File: config.mk
export PLATFORM = sky130hd
export DESIGN_NAME = cicsu_ctrl_upper
export DESIGN_NICKNAME = d
export VERILOG_FILES = /design/src/cicsu_pkg.sv /design/src/cicsu_ctrl_upper.sv /design/src/cicsu_eoi.sv /design/src/cicsu_sync.sv
export SDC_FILE = /design/constraint.sdc
export NUM_CORES = 1
export LEC_CHECK = 0
export BUFFER_PORTS_ARGS = -buffer_cell sky130_fd_sc_hd__buf_2
export CELL_PAD_IN_SITES_DETAIL_PLACEMENT = 2
export CELL_PAD_IN_SITES_GLOBAL_PLACEMENT = 2
export CORE_AREA = 2 2 83 85
export CTS_CLUSTER_SIZE = 28
export DETAILED_ROUTE_END_ITERATION = 16
export DIE_AREA = 0 0 85 87
export GPL_ROUTABILITY_DRIVEN = 0
export GPL_TIMING_DRIVEN = 0
export HOLD_SLACK_MARGIN = 0.12
export PLACE_DENSITY = 0.8
export SLEW_MARGIN = 40
export SYNTH_ARGS = -nofsm -noshare
export SYNTH_HDL_FRONTEND = slang
export SYNTH_SLANG_ARGS = --single-unit
File: constraint.sdc
create_clock -name clock_in -period 2.6 [get_ports clock_in]
set_input_delay 0.26 -clock clock_in [delete_from_list [all_inputs] [get_ports clock_in]]
set_output_delay 0.26 -clock clock_in [all_outputs]
set_load 0.02 [all_outputs]
File: src/cicsu_pkg.sv
package cicsu_pkg;

    // ----------------------------------------------------------------
    // register offsets (byte addresses)
    // ----------------------------------------------------------------
    localparam logic [7:0] OFF_CTRL   = 8'h00;
    localparam logic [7:0] OFF_EOI    = 8'h04;
    localparam logic [7:0] OFF_DIR    = 8'h08;
    localparam logic [7:0] OFF_STATUS = 8'h0c;

    // ----------------------------------------------------------------
    // field positions
    // ----------------------------------------------------------------
    // secure or single-view layout
    localparam int unsigned S_BIT_NS_MODE = 10;
    localparam int unsigned S_BIT_MODE    = 9;
    localparam int unsigned S_BIT_IRQ_BYP = 8;
    localparam int unsigned S_BIT_FIQ_BYP = 7;
    // non-secure view layout
    localparam int unsigned N_BIT_MODE    = 9;
    localparam int unsigned N_BIT_IRQ_BYP = 6;
    localparam int unsigned N_BIT_FIQ_BYP = 5;
    // status register
    localparam int unsigned ST_BIT_UNPRED = 0;
    localparam int unsigned ST_BIT_IRQ    = 1;
    localparam int unsigned ST_BIT_FIQ    = 2;

    // ----------------------------------------------------------------
    // reset values and widths
    // ----------------------------------------------------------------
    localparam logic RST_MODE   = 1'b0;
    localparam logic RST_BYPASS = 1'b0;
    localparam int unsigned ID_W = 10;

    // ----------------------------------------------------------------
    // carriers
    // ----------------------------------------------------------------
    typedef struct packed {
        logic        wr;
        logic        rd;
        logic        secure;
        logic [7:0]  addr;
        logic [31:0] wdata;
    } cicsu_req_s;

    typedef struct packed {
        logic            drop;
        logic            deact;
        logic [ID_W-1:0] id;
    } cicsu_act_s;

endpackage

File: src/cicsu_ctrl_upper.sv
// Contract
// - The secure/single control layout is used in a v2 design without security and for secure views with it.
// - Bit 10 of the secure view is the same storage as the non-secure view's split eoi mode bit.
// - In v2 without security, bit 10 is reserved and no aliased storage is provided.
// - With split mode 0 an eoi write drops priority and deactivates; deactivate writes are unpredictable.
// - With split mode 1 an eoi write only drops priority; the deactivate register deactivates.
// - With security, bit 9 governs secure accesses only; non-secure ones follow the non-secure mode bit.
// - Without security, bit 9 is the single mode control for all eoi and deactivate accesses.
// - Bit 8 aliases the non-secure view's group 1 irq bypass-disable bit with one shared storage element.
// - Bit 7 aliases the non-secure view's group 1 fiq bypass-disable bit with one shared storage element.
// - In a v1 design bits 10 to 7 are reserved with no split mode or bypass-disable function.
// - With irq signalling off, irq bypass-disable at 1 blocks the bypass irq; at 0 it is passed.
// - With fiq signalling off, fiq bypass-disable at 1 blocks the bypass fiq; at 0 it is passed.
//
// Added by the designer: the plain strobed port and the register addresses.
`timescale 1ns/100ps
module cicsu_ctrl_upper #(
    parameter bit ARCH_V2 = 1'b1,
    parameter bit HAS_SEC = 1'b1
) (
    // clock and reset
    input  wire logic                  clock_in,
    input  wire logic                  srst_in,
    // register port
    input  cicsu_pkg::cicsu_req_s      bus_req_in,
    output logic [31:0]                rdata_out,
    // cpu interface signalling, same clock
    input  wire logic                  irq_sig_en_in,
    input  wire logic                  fiq_sig_en_in,
    input  wire logic                  core_irq_in,
    input  wire logic                  core_fiq_in,
    // bypass pins, asynchronous
    input  wire logic                  bypass_irq_in,
    input  wire logic                  bypass_fiq_in,
    // toward the processor
    output logic                       irq_out,
    output logic                       fiq_out,
    // toward the priority and active logic
    output cicsu_pkg::cicsu_act_s      act_out
);
    import cicsu_pkg::*;

    // ----------------------------------------------------------------
    // variant decode
    // ----------------------------------------------------------------
    localparam bit SEC_V2 = ARCH_V2 && HAS_SEC;

    logic              nonsecure_split_eoi_mode_reg;
    logic              secure_split_eoi_mode_reg;
    logic              grp1_irq_bypass_disable_reg;
    logic              grp1_fiq_bypass_disable_reg;
    logic              unpred_reg;
    logic              unpred_pulse;
    logic [1:0]        bypass_sync;
    logic              ns_view;
    logic              wr_ctrl;
    logic              split_eff;
    logic [31:0]       ctrl_view;
    logic [31:0]       rdata_next;

    // a non-secure access only sees its own layout when security exists
    assign ns_view = SEC_V2 && !bus_req_in.secure;
    assign wr_ctrl = bus_req_in.wr && (bus_req_in.addr == OFF_CTRL);

    // ----------------------------------------------------------------
    // control storage
    // ----------------------------------------------------------------
    // secure-view split mode; in v1 it never leaves reset
    always_ff @(posedge clock_in) begin
        if (srst_in) begin
            secure_split_eoi_mode_reg <= RST_MODE;
        end else if (wr_ctrl && ARCH_V2 && !ns_view) begin
            secure_split_eoi_mode_reg <= bus_req_in.wdata[S_BIT_MODE];
        end
    end

    // one storage for the non-secure mode, written from either view
    always_ff @(posedge clock_in) begin
        if (srst_in) begin
            nonsecure_split_eoi_mode_reg <= RST_MODE;
        end else if (wr_ctrl && SEC_V2) begin
            if (ns_view) begin
                nonsecure_split_eoi_mode_reg <= bus_req_in.wdata[N_BIT_MODE];
            end else begin
                nonsecure_split_eoi_mode_reg <= bus_req_in.wdata[S_BIT_NS_MODE];
            end
        end
    end

    // bypass disables shared by both views at different bit positions
    always_ff @(posedge clock_in) begin
        if (srst_in) begin
            grp1_irq_bypass_disable_reg <= RST_BYPASS;
            grp1_fiq_bypass_disable_reg <= RST_BYPASS;
        end else if (wr_ctrl && ARCH_V2) begin
            if (ns_view) begin
                grp1_irq_bypass_disable_reg <= bus_req_in.wdata[N_BIT_IRQ_BYP];
                grp1_fiq_bypass_disable_reg <= bus_req_in.wdata[N_BIT_FIQ_BYP];
            end else begin
                grp1_irq_bypass_disable_reg <= bus_req_in.wdata[S_BIT_IRQ_BYP];
                grp1_fiq_bypass_disable_reg <= bus_req_in.wdata[S_BIT_FIQ_BYP];
            end
        end
    end

    // ----------------------------------------------------------------
    // end-of-interrupt handling
    // ----------------------------------------------------------------
    // without security the secure bit is the only control
    assign split_eff = ns_view ? nonsecure_split_eoi_mode_reg
                               : secure_split_eoi_mode_reg;

    cicsu_eoi u_eoi (
        .clock_in    (clock_in),
        .srst_in     (srst_in),
        .eoi_wr_in   (bus_req_in.wr && (bus_req_in.addr == OFF_EOI)),
        .dir_wr_in   (bus_req_in.wr && (bus_req_in.addr == OFF_DIR)),
        .id_in       (bus_req_in.wdata[ID_W-1:0]),
        .split_in    (split_eff),
        .split_ok_in (ARCH_V2),
        .act_out     (act_out),
        .unpred_out  (unpred_pulse)
    );

    // sticky flag for ignored deactivates; a new event beats the clear
    always_ff @(posedge clock_in) begin
        if (srst_in) begin
            unpred_reg <= 1'b0;
        end else if (unpred_pulse) begin
            unpred_reg <= 1'b1;
        end else if (bus_req_in.wr && (bus_req_in.addr == OFF_STATUS)
                     && bus_req_in.wdata[ST_BIT_UNPRED]) begin
            unpred_reg <= 1'b0;
        end
    end

    // ----------------------------------------------------------------
    // bypass path
    // ----------------------------------------------------------------
    cicsu_sync #(.W(2)) u_sync (
        .clock_in (clock_in),
        .srst_in  (srst_in),
        .async_in ({bypass_fiq_in, bypass_irq_in}),
        .sync_out (bypass_sync)
    );

    // the cpu interface owns the line while its signalling is on;
    // registering the mux costs one cycle but keeps the pin glitch free
    always_ff @(posedge clock_in) begin
        if (srst_in) begin
            irq_out <= 1'b0;
            fiq_out <= 1'b0;
        end else begin
            irq_out <= irq_sig_en_in ? core_irq_in
                     : (bypass_sync[0] && !grp1_irq_bypass_disable_reg);
            fiq_out <= fiq_sig_en_in ? core_fiq_in
                     : (bypass_sync[1] && !grp1_fiq_bypass_disable_reg);
        end
    end

    // ----------------------------------------------------------------
    // read path
    // ----------------------------------------------------------------
    // build the view seen by this access; everything else stays zero
    always_comb begin
        ctrl_view = '0;
        if (ARCH_V2) begin
            if (ns_view) begin
                ctrl_view[N_BIT_MODE]    = nonsecure_split_eoi_mode_reg;
                ctrl_view[N_BIT_IRQ_BYP] = grp1_irq_bypass_disable_reg;
                ctrl_view[N_BIT_FIQ_BYP] = grp1_fiq_bypass_disable_reg;
            end else begin
                ctrl_view[S_BIT_NS_MODE] = SEC_V2 && nonsecure_split_eoi_mode_reg;
                ctrl_view[S_BIT_MODE]    = secure_split_eoi_mode_reg;
                ctrl_view[S_BIT_IRQ_BYP] = grp1_irq_bypass_disable_reg;
                ctrl_view[S_BIT_FIQ_BYP] = grp1_fiq_bypass_disable_reg;
            end
        end
    end

    always_comb begin
        rdata_next = '0;
        if (bus_req_in.rd) begin
            unique case (bus_req_in.addr)
                OFF_CTRL: begin
                    rdata_next = ctrl_view;
                end
                OFF_STATUS: begin
                    rdata_next[ST_BIT_UNPRED] = unpred_reg;
                    rdata_next[ST_BIT_IRQ]    = irq_out;
                    rdata_next[ST_BIT_FIQ]    = fiq_out;
                end
                default: begin
                    rdata_next = '0;
                end
            endcase
        end
    end

    // data stands for the one cycle after the strobe only
    always_ff @(posedge clock_in) begin
        if (srst_in) begin
            rdata_out <= '0;
        end else begin
            rdata_out <= rdata_next;
        end
    end
endmodule

File: src/cicsu_eoi.sv
`timescale 1ns/100ps
module cicsu_eoi (
    // clock and reset
    input  wire logic                  clock_in,
    input  wire logic                  srst_in,
    // requests
    input  wire logic                  eoi_wr_in,
    input  wire logic                  dir_wr_in,
    input  wire logic [cicsu_pkg::ID_W-1:0] id_in,
    // governing mode for this access
    input  wire logic                  split_in,
    input  wire logic                  split_ok_in,
    // actions toward the core logic
    output cicsu_pkg::cicsu_act_s      act_out,
    output logic                       unpred_out
);
    import cicsu_pkg::*;

    // ----------------------------------------------------------------
    // end-of-interrupt and deactivate decode
    // ----------------------------------------------------------------
    // split off: eoi drops and deactivates, dir is unpredictable
    // split on: eoi only drops, dir deactivates
    always_ff @(posedge clock_in) begin
        if (srst_in) begin
            act_out    <= '0;
            unpred_out <= 1'b0;
        end else begin
            act_out.drop  <= eoi_wr_in;
            act_out.deact <= (eoi_wr_in && !(split_ok_in && split_in))
                          || (dir_wr_in && split_ok_in && split_in);
            act_out.id    <= (eoi_wr_in || dir_wr_in) ? id_in : act_out.id;
            // dir with split off is ignored and only flagged
            unpred_out    <= dir_wr_in && !(split_ok_in && split_in);
        end
    end
endmodule

File: src/cicsu_sync.sv
`timescale 1ns/100ps
module cicsu_sync #(
    parameter int unsigned W = 2
) (
    // clock and reset
    input  wire logic         clock_in,
    input  wire logic         srst_in,
    // levels
    input  wire logic [W-1:0] async_in,
    output logic      [W-1:0] sync_out
);
    import cicsu_pkg::*;

    logic [W-1:0] meta_reg;

    // two stages per bit; first stage feeds only the second
    for (genvar i = 0; i < W; i++) begin : g_bit
        always_ff @(posedge clock_in) begin
            if (srst_in) begin
                meta_reg[i] <= 1'b0;
                sync_out[i] <= 1'b0;
            end else begin
                meta_reg[i] <= async_in[i];
                sync_out[i] <= meta_reg[i];
            end
        end
    end
endmodule
==> metrics.txt <==
Final Cell Area just over 0.002 mm²; Layout Nets 293; Slew Viols, Final 0; Area Growth Syn to Fin 36.6%; ys flop type dfxtp_1; post-route setup TNS 0 ps; Yosys top cell area share between 40% and 50%; cell total after placement between 300 and 400; H-tree depth 2; Lkg Pwr between 0.9 and 1 nW; root buffer cell clkbuf_8; Die W 85 µm; Synth area leader dfxtp_1; Avg WL per Cell 13.3 µm; post-synthesis mux area share under 10%; most common cell after layout, fill and taps aside buf_2; Vias/cell 4.27; Placement Cell Area 0.00195 mm²; share of post-route cells with drive strength above 1 between 40% and 50%; Num CTS Buffers 5; total of max-cap violations 0; unrepaired setup endpoints after global routing false; pin count of the biggest net entering global routing 11; synthesized-area fraction occupied by adder cells 0%; Ant. Diodes 0; status completed; Die H between 80 and 90 µm; Cell Count, Final, Fillers Out approximately 320; CTS tree built; post-synthesis sequential area ratio 43.5%; clk slew on worst S/H paths around 70 ps; synthesized area around 0.0015 mm²; count of hold-fix buffers inserted at cts 0; final worst path period share about three fifths; largest delay contributor family on the critical path XOR/XNOR gates; grt total ovfl 0; Top Registers u_eoi.act_out (12), rdata_out (9); Core Area between 0.006 and 0.007 mm²; post-cts resize count 0; largest family of logic cells by synthesized area simple AND/OR/NAND/NOR gates; syn_area_per_cell ~9.3 µm²; Tmin final between 1500 and 2000 ps; GR Util All Layers about an eighth; CP max FO 10; worst-skew pair later-pin latency 280 ps; initial antenna violation count 0; DRT iter0 DRCs 52; port buffer count 50; first-pass GRT wire length slightly below 7000 µm; yosys warns 0; Worst EP required around 2800 ps; I/O pin cnt 97; Fmax achieved ~640 MHz; WS Path Type input pin to flip-flop; Post-Route Utilization 31.6%; via total after detailed routing roughly 1400; Worst Path Buf+Inv 2; max incr delay on CP approximately 630 ps; critical path's slowest cell xor2_1; EDFF count, synth 0; # rows 30; CP Cell Sequence buf_2 -> clkbuf_1 -> xor2_1 -> nand4_1 -> a21oi_1; clock skew 2.51 ps; synth unique cells 36; hold crit path type input pin to flip-flop; Post-CTS Setup Bufs 0; starting density of the core about 23%; Worst-Margin Slew about 700 ps; power per cell area 557 mW/mm²; die area 0.00740 mm²; CP endpoint kind flip-flop; setup violators final 0; number of synthesized register bits 33; most frequent cells in the layout buf_2 (51), dfxtp_1 (33), buf_4 (23), conb_1 (23), a21oi_1 (11); final hold viol count 0; Synth Area in Compound Gates about a tenth; R2R depth 3; Detailed Place HPWL 3300 µm; Reg with most FFs u_eoi.act_out; XOR/XNOR Fraction of Synth Area ~1.2%; ranking of synthesized cells by area dfxtp_1 (43%), buf_4 (11%), o31ai_1 (4.4%), nand4_1 (4.1%), a21oi_1 (3.6%); Post-Synthesis Cells 163; ANT nets after route 0; Residual DRC 0; WP depth 5; vias in the first global route about 1400; Max VDD drop between 0.15 and 0.2 mV; routed wire length roughly 4300 µm; Hold Path Stages 2; Slew headroom a little over half; Sink Count 33; Critical Path Source Type input pin; Data arrival, critical path approximately 1800 ps; ys async rst share 0%; Largest register FFs 12; clk buf depth 2; simple-gate share of the synthesized area 23.5%; DR pass1 iterations 2
## final cells by class
type | count | area (µm²)
Clock inverter | 1 | 30.0
Clock buffer | 7 | 86.3
Multi-Input combinational cell | 113 | 708
Buffer | 34 | 223
Fill cell | 752 | 4490
Sequential cell | 33 | 661
Tap cell | 80 | 100
Timing Repair Buffer | 50 | 250
Inverter | 5 | 18.8
## layer usage
metal	up-vias	track usage (%)	part of all wire (%)
met1	645	13.8	40
met5	-	0	0
li1	683	-	-
met3	6	4.64	7.4
met4	0	3.03	0.84
met2	46	21.3	52
## Yosys cell counts, types with 3 or more instances
| cell | n |
|---|---|
| nor4_1 | 3 |
| clkbuf_1 | 8 |
| mux2i_1 | 5 |
| nor3b_1 | 3 |
| nand2_1 | 4 |
| nor2b_1 | 4 |
| mux2_2 | 3 |
| nand3_1 | 3 |
| inv_1 | 5 |
| buf_4 | 23 |
| nor2_1 | 9 |
| nand4_1 | 10 |
| o31ai_1 | 9 |
| a21oi_1 | 11 |
| nor3_2 | 5 |
| dfxtp_1 | 33 |
## metrics by stage
step / setup slack [ps] / total power, mW / hold slack (ps)
2_1_floorplan: 997 / 0.625 / 388
3_3_place_gp: 767 / 0.665 / 425
3_5_place_dp: 741 / 0.668 / 432
4_1_cts: 1020 / 1.17 / 183
5_1_grt: 845 / 1.22 / 191
6_report: 1040 / 1.16 / 190
## kinds of logic after synthesis
kind of cell,after synthesis
muxes,8
buffers and inverters,39
xor gates and xnor gates,2
AOI/OAI and AO/OA,24
other,1
DFF,33
and+or+nand+nor,56
## final timing paths
path                         to  slack (ps)                 startpoint
min          u_sync.meta_reg[1]         190              bypass_fiq_in
min reg2reg  u_sync.sync_out[0]         440         u_sync.meta_reg[0]
max reg2reg   u_eoi.act_out[10]        1330  secure_split_eoi_mode_reg
max            u_eoi.act_out[5]        1040             bus_req_in[35]
## worst register-to-register path: stages, from the launching register on
cell      delay (ps)
dfxtp_1          340
mux2i_1          150
or3b_2           470
a211oi_1         230
## power breakdown
group          internal [mW]  leakage, nW  switching [mW]
Sequential             0.510        0.267         0.00128
Clock                  0.312       0.0585           0.186
Combinational         0.0566        0.619          0.0905
Note: power is estimated with default switching activity, not from simulation.
